[config.mk]
export PLATFORM = sky130hd
export DESIGN_NAME = fru_unary_ops
export DESIGN_NICKNAME = d
export VERILOG_FILES = /design/src/verilog/fru_pkg.sv /design/src/verilog/fru_unary_ops.sv
export VERILOG_INCLUDE_DIRS = /design/src /design/src/verilog
export SDC_FILE = /design/constraint.sdc
export NUM_CORES = 1
export LEC_CHECK = 0
export ABC_AREA = 1
export BUFFER_PORTS_ARGS = -buffer_cell sky130_fd_sc_hd__clkbuf_2
export CORE_MARGIN = 2
export CORE_UTILIZATION = 52
export CTS_CLUSTER_DIAMETER = 60
export DETAILED_ROUTE_END_ITERATION = 12
export GPL_TIMING_DRIVEN = 0
export HOLD_SLACK_MARGIN = 0.15
export PLACE_DENSITY = 0.9
export SLEW_MARGIN = 0
export SYNTH_ARGS = -nofsm -noshare
export SYNTH_HDL_FRONTEND = slang
export SYNTH_SLANG_ARGS = --single-unit
export TNS_END_PERCENT = 100
[constraint.sdc]
create_clock -name sys_clk -period 4.03 [get_ports sys_clk]
set_input_delay 0.806 -clock sys_clk [delete_from_list [all_inputs] [get_ports sys_clk]]
set_output_delay 0.806 -clock sys_clk [all_outputs]
set_load 0.005 [all_outputs]
[src/verilog/fru_params.svh]
/*
  Constants of the single-operand file register unit: operation codes,
  widths and reset values.
  Assumes inclusion by bare name from the unit's files.
*/
`ifndef FRU_PARAMS_SVH
`define FRU_PARAMS_SVH

`define FRU_DATA_W 8
`define FRU_ADDR_W 5
`define FRU_OP_W 3

`define FRU_OP_NONE 3'h0
`define FRU_OP_CLRWD 3'h1
`define FRU_OP_CLEAR_FILE_INSTR 3'h2
`define FRU_OP_COMPLEMENT_FILE_INSTR 3'h3
`define FRU_OP_DECREMENT_FILE_INSTR 3'h4
`define FRU_OP_DECSZ 3'h5
`define FRU_OP_INCREMENT_FILE_INSTR 3'h6
`define FRU_OP_INCSZ 3'h7

`define FRU_ZERO_BYTE 8'h00
`define FRU_ONE_BYTE 8'h01
`define FRU_DEST_ACCUM 1'b0
`define FRU_DEST_FILE 1'b1

`define FRU_WDT_RESET 8'h00
`define FRU_PRESC_RESET 8'h00
`define FRU_ACCUM_RESET 8'h00
`define FRU_ZERO_RESET 1'b0
`define FRU_TO_N_RESET 1'b1
`define FRU_PD_N_RESET 1'b1

`endif

[src/verilog/fru_pkg.sv]
/*
  Types of the single-operand file register unit.
  Assumes the params header is on the include path.
*/
package fru_pkg;
  typedef enum logic [0:0] {FRU_EXEC, FRU_FLUSH} fru_state_t;
endpackage : fru_pkg

[src/verilog/fru_unary_ops.sv]
/*
  Execution unit for the single-operand instructions of a small 8-bit core:
  watchdog clear, clear file, complement, decrement, increment and the two
  skip-on-zero forms. Holds the accumulator, zero flag, the two active-low
  status bits, the watchdog counter and the shared prescaler.
  Assumes one instruction per sys_clk cycle from same-clock fetch logic, and
  that file read data for the presented address is valid in the same cycle.
*/
`timescale 1ns/100ps
`include "fru_params.svh"

module fru_unary_ops
  import fru_pkg::*;
(
  // Clock and reset
  input wire logic sys_clk,
  input wire logic rst_n,
  // Instruction in execute
  input wire logic instr_valid,
  input wire logic [`FRU_OP_W-1:0] instr_op,
  input wire logic [`FRU_ADDR_W-1:0] file_addr,
  input wire logic dest_bit,
  input wire logic [`FRU_DATA_W-1:0] file_rdata,
  // Timer side
  input wire logic prescaler_to_watchdog,
  input wire logic prescaler_tick,
  input wire logic watchdog_tick,
  input wire logic timeout_event,
  input wire logic sleep_event,
  // File write port
  output logic file_we_q,
  output logic [`FRU_ADDR_W-1:0] file_waddr_q,
  output logic [`FRU_DATA_W-1:0] file_wdata_q,
  // Core state
  output logic [`FRU_DATA_W-1:0] accum_q,
  output logic zero_flag_q,
  output logic timeout_status_n_q,
  output logic powerdown_status_n_q,
  output logic [`FRU_DATA_W-1:0] watchdog_counter_q,
  output logic [`FRU_DATA_W-1:0] prescaler_q,
  // Pipeline control
  output logic discard_next_q
);

  function automatic logic is_op(input logic [`FRU_OP_W-1:0] op, input logic [`FRU_OP_W-1:0] code);
    is_op = (op == code);
  endfunction : is_op

  fru_state_t state_q;
  fru_state_t state_d;

  // A discarded slot executes as a no-operation
  wire logic live = instr_valid && (state_q == FRU_EXEC);

  wire logic op_clrwd = live && is_op(instr_op, `FRU_OP_CLRWD);
  wire logic op_clear_file_instr = live && is_op(instr_op, `FRU_OP_CLEAR_FILE_INSTR);
  wire logic op_complement_file_instr = live && is_op(instr_op, `FRU_OP_COMPLEMENT_FILE_INSTR);
  wire logic op_decrement_file_instr = live && is_op(instr_op, `FRU_OP_DECREMENT_FILE_INSTR);
  wire logic op_decsz = live && is_op(instr_op, `FRU_OP_DECSZ);
  wire logic op_increment_file_instr = live && is_op(instr_op, `FRU_OP_INCREMENT_FILE_INSTR);
  wire logic op_incsz = live && is_op(instr_op, `FRU_OP_INCSZ);

  wire logic op_dec = op_decrement_file_instr || op_decsz;
  wire logic op_inc = op_increment_file_instr || op_incsz;
  wire logic op_routed = op_complement_file_instr || op_dec || op_inc;
  wire logic op_skip = op_decsz || op_incsz;
  wire logic op_flags = op_complement_file_instr || op_decrement_file_instr || op_increment_file_instr;

  wire logic [`FRU_DATA_W-1:0] comp_res = ~file_rdata;
  wire logic [`FRU_DATA_W-1:0] dec_res = file_rdata - `FRU_ONE_BYTE;
  wire logic [`FRU_DATA_W-1:0] inc_res = file_rdata + `FRU_ONE_BYTE;

  wire logic [`FRU_DATA_W-1:0] result =
    op_complement_file_instr ? comp_res :
    op_dec ? dec_res :
    op_inc ? inc_res : `FRU_ZERO_BYTE;
  wire logic result_zero = (result == `FRU_ZERO_BYTE);

  wire logic to_file = op_clear_file_instr || (op_routed && (dest_bit == `FRU_DEST_FILE));
  wire logic to_accum = op_routed && (dest_bit == `FRU_DEST_ACCUM);
  wire logic skip_now = op_skip && result_zero;

  // Clear-file always writes zero, so result already carries 00h for it
  wire logic [`FRU_DATA_W-1:0] wdata_d = op_clear_file_instr ? `FRU_ZERO_BYTE : result;

  // Skip forms leave the zero flag alone; clear-file forces it
  wire logic zero_d =
    op_clear_file_instr ? 1'b1 :
    op_flags ? result_zero : zero_flag_q;

  // The instruction's set wins over a same-cycle event that would clear
  wire logic to_n_d =
    op_clrwd ? 1'b1 :
    timeout_event ? 1'b0 : timeout_status_n_q;
  wire logic pd_n_d =
    op_clrwd ? 1'b1 :
    sleep_event ? 1'b0 : powerdown_status_n_q;

  wire logic [`FRU_DATA_W-1:0] wdt_d =
    op_clrwd ? `FRU_WDT_RESET :
    watchdog_tick ? watchdog_counter_q + `FRU_ONE_BYTE : watchdog_counter_q;

  // A prescaler owned by the general timer must not be disturbed
  wire logic presc_clr = op_clrwd && prescaler_to_watchdog;
  wire logic [`FRU_DATA_W-1:0] presc_d =
    presc_clr ? `FRU_PRESC_RESET :
    prescaler_tick ? prescaler_q + `FRU_ONE_BYTE : prescaler_q;

  wire logic [`FRU_DATA_W-1:0] accum_d = to_accum ? result : accum_q;

  always_comb
  begin
    state_d = state_q;
    case (state_q)
      FRU_EXEC:
      begin
        if (skip_now)
          state_d = FRU_FLUSH;
      end
      FRU_FLUSH:
      begin
        state_d = FRU_EXEC;
      end
      default:
      begin
        state_d = FRU_EXEC;
      end
    endcase
  end

  always_ff @(posedge sys_clk or negedge rst_n)
  begin
    if (!rst_n)
    begin
      state_q <= FRU_EXEC;
      discard_next_q <= 1'b0;
    end
    else
    begin
      state_q <= state_d;
      discard_next_q <= skip_now;
    end
  end

  always_ff @(posedge sys_clk or negedge rst_n)
  begin
    if (!rst_n)
    begin
      file_we_q <= 1'b0;
      file_waddr_q <= '0;
      file_wdata_q <= `FRU_ZERO_BYTE;
    end
    else
    begin
      file_we_q <= to_file;
      file_waddr_q <= file_addr;
      file_wdata_q <= wdata_d;
    end
  end

  always_ff @(posedge sys_clk or negedge rst_n)
  begin
    if (!rst_n)
    begin
      accum_q <= `FRU_ACCUM_RESET;
      zero_flag_q <= `FRU_ZERO_RESET;
    end
    else
    begin
      accum_q <= accum_d;
      zero_flag_q <= zero_d;
    end
  end

  always_ff @(posedge sys_clk or negedge rst_n)
  begin
    if (!rst_n)
    begin
      timeout_status_n_q <= `FRU_TO_N_RESET;
      powerdown_status_n_q <= `FRU_PD_N_RESET;
      watchdog_counter_q <= `FRU_WDT_RESET;
      prescaler_q <= `FRU_PRESC_RESET;
    end
    else
    begin
      timeout_status_n_q <= to_n_d;
      powerdown_status_n_q <= pd_n_d;
      watchdog_counter_q <= wdt_d;
      prescaler_q <= presc_d;
    end
  end
endmodule : fru_unary_ops

==> flow_metrics.py, run 1 <==
metrics = {
    "run_status": {
        "outcome": "completed",
    },
    "synthesis": {
        "syn-num-nets": 289,
        "synth_compound_area_frac": 0.0674,
        "synthesis.area_mm2": 0.00212,
        "synthCells": 260,
        "yosys_warnings": 0,
        "synth-main-ff-cell": "dfrtp_1",
        "ys_async_sr_fraction": 1.00,
        "syn_avg_cell_area_um2": 8.14,
        "synth_fa_ha_area_frac": 0.0236,
        "ys_seq_area_frac": 0.509,
        "yosys.area_share.simple": 0.317,
        "synth_top_family_by_area": "simple AND/OR/NAND/NOR gates",
        "synth_xor_area_frac": 0.00827,
        "ys_types": 28,
        "ys_ff_latch": 43,
        "synth-edff-count": 0,
        "muxShareOfSynthArea": 0.00946,
    },
    "final_layout": {
        "fin_cells": 384,
        "drive_above_1_share": 0.272,
        "fin_nets": 362,
        "stdcell_area_mm2": 0.00262,
        "final_common_cell": "clkbuf_2",
        "fill_cells": 316,
        "diodes": 0,
        "final_cell_mix": "66 x clkbuf_2, 63 x nand2_1, 41 x dfrtp_1",
        "regArea_mm2": 0.00108,
        "syn2layout_area_growth_pct": 23.6,
        "multi_input_area_um2": 902,
    },
    "route": {
        "ant_nets": 0,
        "routed_via_density": 5.15,
        "vias": 1979,
        "post-route-drc-count": 0,
        "wire_per_inst_um": 12.3,
        "drt-initial-drc-count": 168,
        "wirelength_um": 4710,
        "dr.pass1.iters": 5,
    },
    "global_routing": {
        "overflow": 0,
        "grt_start_max_net_pins": 44,
        "use_met2": 0.381,
        "grt_pass1_wl_um": 7450,
        "top_usage_layer": "met2",
        "grtUsageTotal": 0.218,
        "grtUsageMet1": 0.261,
        "first_global_vias": 1727,
        "met3_usage": 0.0550,
        "grt_antenna_before_repair": 0,
    },
    "placed_design": {
        "dpl_cell_area_mm2": 0.00251,
        "portBuffers": 66,
        "dpl.hpwl_um": 3640,
        "place_congestion": 0.913,
        "place_inst": 376,
    },
    "job": {
        "cap_violations": 0,
    },
    "cts": {
        "cts-root-buf": "clkbuf_8",
        "cts_num_sinks": 43,
        "cts_tree": "built",
        "numCtsBuffers": 5,
        "clockBufferDepth": 2,
        "postCtsHoldBufs": 0,
        "clk_pin_slew_ns": 0.08,
        "clock_latency_ns": 0.29,
        "post-cts-setup-buffers": 0,
        "ctsResizeCount": 0,
        "ctsHtreeMaxLevel": 2,
    },
    "worst_setup_path": {
        "crit_required_ns": 4.25,
        "cp-start-kind": "primary input",
        "worst_path_most_repeated_cell": "nor2_1",
        "cp_max_fo": 5,
        "path_cells": "clkbuf_2 > inv_1 > ha_1 > inv_1 > nor2_1 > o21ai_1 > nand2_1 > nor2_1 > nand2_1 > nor2_2 > nand3_2 > nor2_1",
        "critical_path_class": "in2reg",
        "cp.arrival_ns": 2.28,
        "cp-end-kind": "register",
        "critPathSlowestCell": "ha_1",
        "cp_slowest_stage_delay_ns": 0.24,
    },
    "floorplan": {
        "start_util": 0.533,
        "num_rows": 23,
        "dieHeight_um": 67.8,
        "core_mm2": 0.00397,
        "fp.dieW_um": 67.8,
        "io_pins": 67,
        "die_area_mm2": 0.00460,
    },
    "sta": {
        "fin_crit_sh": 0.512,
        "tightestPinTransition_ns": 0.993,
        "setup_viol": 0,
        "fmax_mhz": 485,
        "hold_violations": 0,
        "period_minus_slack_ns": 2.06,
        "clock_skew_ns": 0.00695,
        "slew_violations": 0,
        "fin_tns_setup_ns": 0,
        "relSlewSlack": 0.338,
        "rsz0062_at_grt": "false",
    },
    "min_path": {
        "holdCritPathClass": "reg2reg",
    },
    "power": {
        "switching_share": 0.307,
        "peakVddDrop_mv": 0.151,
        "clockPowerShare": 0.268,
        "p_leak_nw": 1.46,
        "internal_power_mw": 0.829,
        "p_per_area_mw_per_mm2": 457,
        "p_comb_frac": 0.247,
        "seq_power_share": 0.485,
        "power_switching_mw": 0.367,
    },
}
-- routing by layer --
metal / up-vias / part of all wire
li1: 977 / -
met1: 906 / 0.41
met2: 92 / 0.50
met3: 4 / 0.082
met4: 0 / 0.0070
met5: - / 0
-- registers in the layout (all words and copies together), names as in the netlist --
register / count
state_q: 1
zero_flag_q: 1
prescaler_q: 8
discard_next_q: 1
file_we_q: 1
file_wdata_q: 8
accum_q: 8
timeout_status_n_q: 1
file_waddr_q: 5
powerdown_status_n_q: 1
watchdog_counter_q: 8
-- cell type report --
class,count,area share
Clock buffer,7,0.0292
Clock inverter,1,0.0115
Multi-Input combinational cell,181,0.345
Tap cell,50,0.0239
Sequential cell,43,0.412
Buffer,1,0.00143
Timing Repair Buffer,66,0.126
Inverter,35,0.0507
-- synth_stat cells, drive strengths merged (2+ instances only) --
library cell / instances / area share
nor3: 5 / 0.012
dfstp: 2 / 0.025
nand4: 2 / 0.0059
nor3b: 4 / 0.014
nand3: 28 / 0.082
inv: 34 / 0.060
a21oi: 10 / 0.025
xor2: 2 / 0.0083
o21ai: 15 / 0.035
nor2: 40 / 0.080
mux2i: 2 / 0.0095
ha: 4 / 0.024
dfrtp: 41 / 0.48
nand2: 65 / 0.12
-- cells by family after synthesis --
group / after synthesis
adders and majority gates: 4
muxes: 2
buffers and inverters: 36
and+or+nand+nor: 146
AOI/OAI and AO/OA: 27
xor gates and xnor gates: 2
DFF: 43
-- worst max-delay path: cells and delay by family --
kind                     cells  cell delay [ns]
adder cells (fa/ha/maj)      1             0.24
buffers and inverters        3             0.30
AND/OR/NAND/NOR              7             0.78
AO/OA/AOI/OAI                1             0.15
-- final timing paths --
| check | end | slack, ns | cells after the start | startpoint |
|---|---|---|---|---|
| worst min register to register | timeout_status_n_q | 0.48 | 2 | timeout_status_n_q |
| max in group asynchronous | watchdog_counter_q[1] | 2.75 | 1 | rst_n |
| min in group asynchronous | prescaler_q[0] | 0.67 | 1 | rst_n |
| worst max-delay path | discard_next_q | 1.97 | 12 | file_rdata[0] |
| worst max register to register | prescaler_q[7] | 2.32 | 6 | state_q |
| worst min-delay path | timeout_status_n_q | 0.48 | 2 | timeout_status_n_q |
-- power by group through the flow --
stage | clock network (mW) | registers, mW | logic, mW
after floorplan | 0 | 0.585 | 0.147
after detailed placement | 0 | 0.586 | 0.297
final | 0.321 | 0.580 | 0.295
after CTS | 0.328 | 0.579 | 0.299
after global placement | 0 | 0.582 | 0.278
after global routing | 0.348 | 0.591 | 0.339
-- stage by stage --
stage	setup slack [ns]	hold WS (ns)	power, mW	utilization
after floorplan	2.09	0.458	0.731	-
after global placement	1.79	0.466	0.861	0.632
after detailed placement	1.74	0.468	0.883	0.632
final	1.97	0.485	1.20	0.659
after CTS	2.02	0.488	1.21	0.659
after global routing	1.85	0.522	1.28	0.659
Power figures use the tool's default switching activity.
==> run 2: changes to the inputs <==
Settings changed: ABC_AREA 1 to 0, CORE_UTILIZATION 52 to 50, PLACE_DENSITY 0.9 to 0.88.
Clock period 4.03 ns to 2 ns, I/O delays scaled along.
==> flow_metrics.py, run 2 <==
metrics = {
    "run_status": {
        "outcome": "completed",
    },
    "global_routing": {
        "grtUsageTotal": 0.198,
        "overflow": 0,
        "grt_start_max_net_pins": 44,
        "grt_antenna_before_repair": 0,
        "grt_pass1_wl_um": 7640,
        "first_global_vias": 1611,
    },
    "power": {
        "peakVddDrop_mv": 0.575,
        "p_leak_nw": 1.31,
        "p_per_area_mw_per_mm2": 886,
    },
    "synthesis": {
        "synth_most_common_cell": "dfrtp_1",
        "yosys_warnings": 0,
        "synth-main-ff-cell": "dfrtp_1",
        "syn-num-nets": 226,
        "ys_ff_latch": 43,
        "ys_async_sr_fraction": 1.00,
        "yosysTopAreaCell": "dfrtp_1",
        "ys_seq_area_frac": 0.509,
        "synth.area.top_cells": "dfrtp_1 48%, nor2_1 4.8%, xor2_1 4.1%",
        "synthesis.area_mm2": 0.00212,
        "synth-edff-count": 0,
        "syn_avg_cell_area_um2": 10.8,
        "yosys-top-cells-count": "41 x dfrtp_1, 27 x nor2_1, 11 x a21oi_1",
        "synthDominantCellAreaShare": 0.484,
        "ys_types": 53,
        "synthCells": 197,
    },
    "floorplan": {
        "die_area_mm2": 0.00478,
        "start_util": 0.526,
        "num_rows": 23,
        "dieHeight_um": 69.1,
        "core_mm2": 0.00403,
        "io_pins": 67,
        "fp.dieW_um": 69.1,
    },
    "route": {
        "dr.pass1.iters": 4,
        "drt-met1-wl_um": 2050,
        "met2RoutedLength_um": 2270,
        "met3WireLength_um": 245,
        "routed_via_density": 5.57,
        "wire_per_inst_um": 14.6,
        "vias": 1771,
        "ant_nets": 0,
        "post-route-drc-count": 0,
        "drt-initial-drc-count": 84,
        "top_layer_used": "met4",
        "wirelength_um": 4640,
    },
    "sta": {
        "fmax_mhz": 513,
        "slew_violations": 0,
        "setup_viol": 0,
        "fin_tns_setup_ns": 0,
        "fin_crit_sh": 0.975,
        "period_minus_slack_ns": 1.95,
        "hold_violations": 0,
        "rsz0062_at_grt": "true",
        "hold_slack_ns": 0.200,
        "tightestPinTransition_ns": 1.02,
        "clock_skew_ns": 0.00866,
        "relSlewSlack": 0.321,
    },
    "cts": {
        "clk_pin_slew_ns": 0.09,
        "postCtsHoldBufs": 0,
        "cts_tree": "built",
        "ctsHtreeMaxLevel": 2,
        "cts-root-buf": "clkbuf_8",
        "numCtsBuffers": 5,
        "cts_num_sinks": 43,
        "clock_latency_ns": 0.30,
        "clockBufferDepth": 2,
    },
    "final_layout": {
        "multi_input_area_mm2": 0.00103,
        "fin_nets": 296,
        "syn2layout_area_growth_pct": 25.4,
        "final_util": 0.660,
        "drive_above_1_share": 0.366,
        "fill_cells": 326,
        "final_common_cell": "clkbuf_2",
        "final_cell_mix": "63 x clkbuf_2, 41 x dfrtp_1, 27 x nor2_1",
        "regArea_mm2": 0.00108,
        "diodes": 0,
    },
    "placed_design": {
        "place_congestion": 0.903,
        "dpl.hpwl_um": 3360,
        "portBuffers": 63,
    },
    "worst_setup_path": {
        "cp-end-kind": "register",
        "cp_max_fo": 7,
        "critical_path_class": "in2reg",
        "crit_required_ns": 2.20,
        "cp-start-kind": "primary input",
        "cp.arrival_ns": 2.15,
    },
    "min_path": {
        "holdCritPathClass": "in2reg",
    },
    "job": {
        "cap_violations": 0,
    },
}
[run 2: layout make-up]
class | instances | area share
multi-input cells | 138 | 0.389
clock inverters | 3 | 0.00941
repair buffers | 63 | 0.119
inverters | 8 | 0.0113
well taps | 50 | 0.0235
clock buffers | 5 | 0.0259
plain buffers | 8 | 0.0165
flip-flops and latches | 43 | 0.406
[run 2: power by group]
| group | total (mW) | switching [mW] | internal, mW | leakage (nW) |
|---|---|---|---|---|
| sequential | 1.19 | 0.153 | 1.03 | 0.544 |
| combinational | 0.619 | 0.313 | 0.305 | 0.719 |
| clock | 0.551 | 0.302 | 0.249 | 0.0443 |
| total | 2.36 | 0.768 | 1.59 | 1.31 |
[run 2: layer usage]
metal / GRT usage / vias to the layer above
met5: 0 / -
met3: 0.0453 / 8
met4: 0.0763 / 0
met1: 0.271 / 853
met2: 0.307 / 65
li1: - / 845
[run 2: repair_timing]
item,4_1_cts,5_1_grt
endpoints found under the setup margin,17,4
buffers inserted,0,0
gates resized for setup,3,9
cloned,0,0
pin swaps,0,1
[run 2: worst max-delay path, stage by stage]
cell and delay, ns:
clkbuf_2 0.15, or4_4 0.57, and4_4 0.23, a2111oi_4 0.37, nand4_4 0.17, nor4_2 0.25
[run 2: worst paths after layout]
kind | startpoint | end | slack, ns | depth (start not counted)
min | file_addr[2] | file_waddr_q[2] | 0.20 | 1
max reg2reg | state_q | prescaler_q[2] | 0.14 | 6
max | file_rdata[0] | discard_next_q | 0.05 | 6
min reg2reg | accum_q[1] | accum_q[1] | 0.51 | 1
min in group asynchronous | rst_n | watchdog_counter_q[0] | 0.26 | 1
max in group asynchronous | rst_n | file_wdata_q[5] | 1.10 | 1
[run 2: cell families (layout without fill, tap and decap cells)]
family	Yosys count	in the layout	synth area share
muxes	9	9	0.0460
adders and majority gates	4	4	0.0236
buffers and inverters	16	87	0.0330
xor gates and xnor gates	14	14	0.0578
and+or+nand+nor	78	78	0.207
AOI/OAI and AO/OA	33	33	0.124
DFF	43	43	0.509
[run 2: metrics by stage]
step	power, mW	worst slack [ns]	std cells	instance area [µm²]
2_1_floorplan	1.51	0.0405	197	2120
3_3_place_gp	1.77	-0.212	310	2500
3_5_place_dp	1.81	-0.259	310	2500
4_1_cts	2.37	0.0210	318	2610
5_1_grt	2.52	-0.00781	318	2660
6_report	2.36	0.0497	318	2660
==> run 3: changes to the inputs <==
Settings changed: CORE_ASPECT_RATIO set to 2, MAX_ROUTING_LAYER set to met4, SETUP_SLACK_MARGIN set to 0.2.
==> flow_metrics.py, run 3 (synthesized netlist as in run 2, its figures left out) <==
metrics = {
    "route": {
        "met3WireLength_um": 169,
        "vias": 1818,
        "routed_via_density": 5.61,
        "wire_per_inst_um": 15.2,
        "drt-met1-wl_um": 1740,
        "top_layer_used": "met4",
        "drt-initial-drc-count": 66,
        "dr.pass1.iters": 4,
        "wirelength_um": 4920,
        "ant_nets": 0,
        "met2RoutedLength_um": 2840,
        "post-route-drc-count": 0,
    },
    "sta": {
        "clock_skew_ns": 0.00361,
        "finalWorstSetupSlack_ns": 0.167,
        "relSlewSlack": 0.333,
        "period_minus_slack_ns": 1.83,
        "fmax_mhz": 546,
        "rsz0062_at_grt": "true",
        "fin_tns_setup_ns": 0,
        "slew_violations": 0,
        "fin_crit_sh": 0.917,
        "setup_viol": 0,
        "hold_violations": 0,
        "hold_slack_ns": 0.215,
        "tightestPinTransition_ns": 1.00,
    },
    "final_layout": {
        "final_common_cell": "clkbuf_2",
        "drive_above_1_share": 0.408,
        "fin_nets": 300,
        "fin_cells": 324,
        "syn2layout_area_growth_pct": 30.6,
        "fill_cells": 321,
        "diodes": 0,
        "final_cell_mix": "62 x clkbuf_2, 41 x dfrtp_1, 26 x nor2_1",
        "final_util": 0.678,
    },
    "cts": {
        "postCtsHoldBufs": 0,
        "clockBufferDepth": 2,
        "cts-root-buf": "clkbuf_8",
        "ctsHtreeMaxLevel": 2,
        "numCtsBuffers": 5,
        "cts_num_sinks": 43,
        "cts_tree": "built",
        "clk_pin_slew_ns": 0.08,
        "clock_latency_ns": 0.29,
    },
    "worst_setup_path": {
        "cp_max_fo": 6,
        "reg2reg_to": "zero_flag_q",
        "cp-end-kind": "register",
        "r2r_start": "state_q",
        "cp.arrival_ns": 2.02,
        "rrSetupSlack_ns": 0.22,
        "crit_required_ns": 2.19,
        "worstRegToRegCells": 5,
        "cp-start-kind": "primary input",
        "critical_path_class": "in2reg",
    },
    "floorplan": {
        "dieHeight_um": 96.1,
        "die_area_mm2": 0.00481,
        "start_util": 0.519,
        "core_mm2": 0.00409,
        "fp.dieW_um": 50.1,
        "io_pins": 67,
        "num_rows": 33,
    },
    "placed_design": {
        "dpl_worst_slack_ns": -0.133,
        "place_congestion": 0.909,
        "portBuffers": 63,
        "place_inst": 312,
        "dpl.hpwl_um": 3720,
    },
    "global_routing": {
        "grtUsageTotal": 0.215,
        "grt_start_max_net_pins": 44,
        "grt_pass1_wl_um": 7640,
        "first_global_vias": 1679,
        "grt_antenna_before_repair": 0,
        "overflow": 0,
    },
    "min_path": {
        "holdPathStages": 1,
        "holdCritStartpoint": "file_addr[1]",
        "holdPathEnd": "file_waddr_q[1]",
        "holdCritPathClass": "in2reg",
    },
    "power": {
        "p_per_area_mw_per_mm2": 852,
        "p_leak_nw": 1.35,
        "peakVddDrop_mv": 0.438,
    },
    "run_status": {
        "outcome": "completed",
    },
    "job": {
        "cap_violations": 0,
    },
}
run 3: cell count changes in the layout (fill, tap and decap cells not counted), sizes merged:
cell	change
buf	+5
clkinv	-1
run 3: worst max-delay path: stages:
cell and delay (ns):
buf_12 0.10, or4_4 0.55, and4_4 0.18, a2111oi_4 0.32
nand4_2 0.17, o41ai_2 0.28
run 3: how the worst max path moves through the flow:
stage,to,cells after the start,slack [ns],from
CTS,discard_next_q,8,0.20,file_rdata[0]
finish,zero_flag_q,6,0.17,file_rdata[2]
detailed placement,zero_flag_q,8,-0.13,file_rdata[0]
global route,zero_flag_q,6,0.07,file_rdata[2]
floorplan,zero_flag_q,6,0.20,file_rdata[2]
global placement,zero_flag_q,8,-0.08,file_rdata[0]
run 3: routing by layer:
layer  track usage  vias up
met3        0.0155       14
met5             -        -
met2         0.391       63
li1              -      851
met1         0.222      890
met4         0.127        0
run 3: area by class of cell:
cell class	count	area, µm²	share of cell area
sequential	43	1080	0.389
multi-input combinational	138	1060	0.384
clock inverter	2	12.5	0.00452
buffer	8	78.8	0.0285
timing repair buffer	67	367	0.132
clock buffer	6	72.6	0.0262
inverter	8	32.5	0.0117
tap	52	65.1	0.0235
run 3: power breakdown:
| part | internal, mW | switching, mW | total, mW |
|---|---|---|---|
| Sequential | 1.03 | 0.151 | 1.18 |
| Clock | 0.244 | 0.274 | 0.518 |
| Combinational | 0.328 | 0.332 | 0.660 |
| Total | 1.60 | 0.757 | 2.36 |
run 3: through the flow:
stage	cell area (µm²)	power [mW]
floorplan	2170	1.52
detailed placement	2550	1.83
finish	2770	2.36
global route	2770	2.51
global placement	2550	1.79
CTS	2670	2.36
run 3: repair_timing:
action                                  4_1_cts  5_1_grt
gates resized for setup                       7       18
endpoints found under the setup margin       28       19
pin swaps                                     0        7
buffers inserted                              0        4
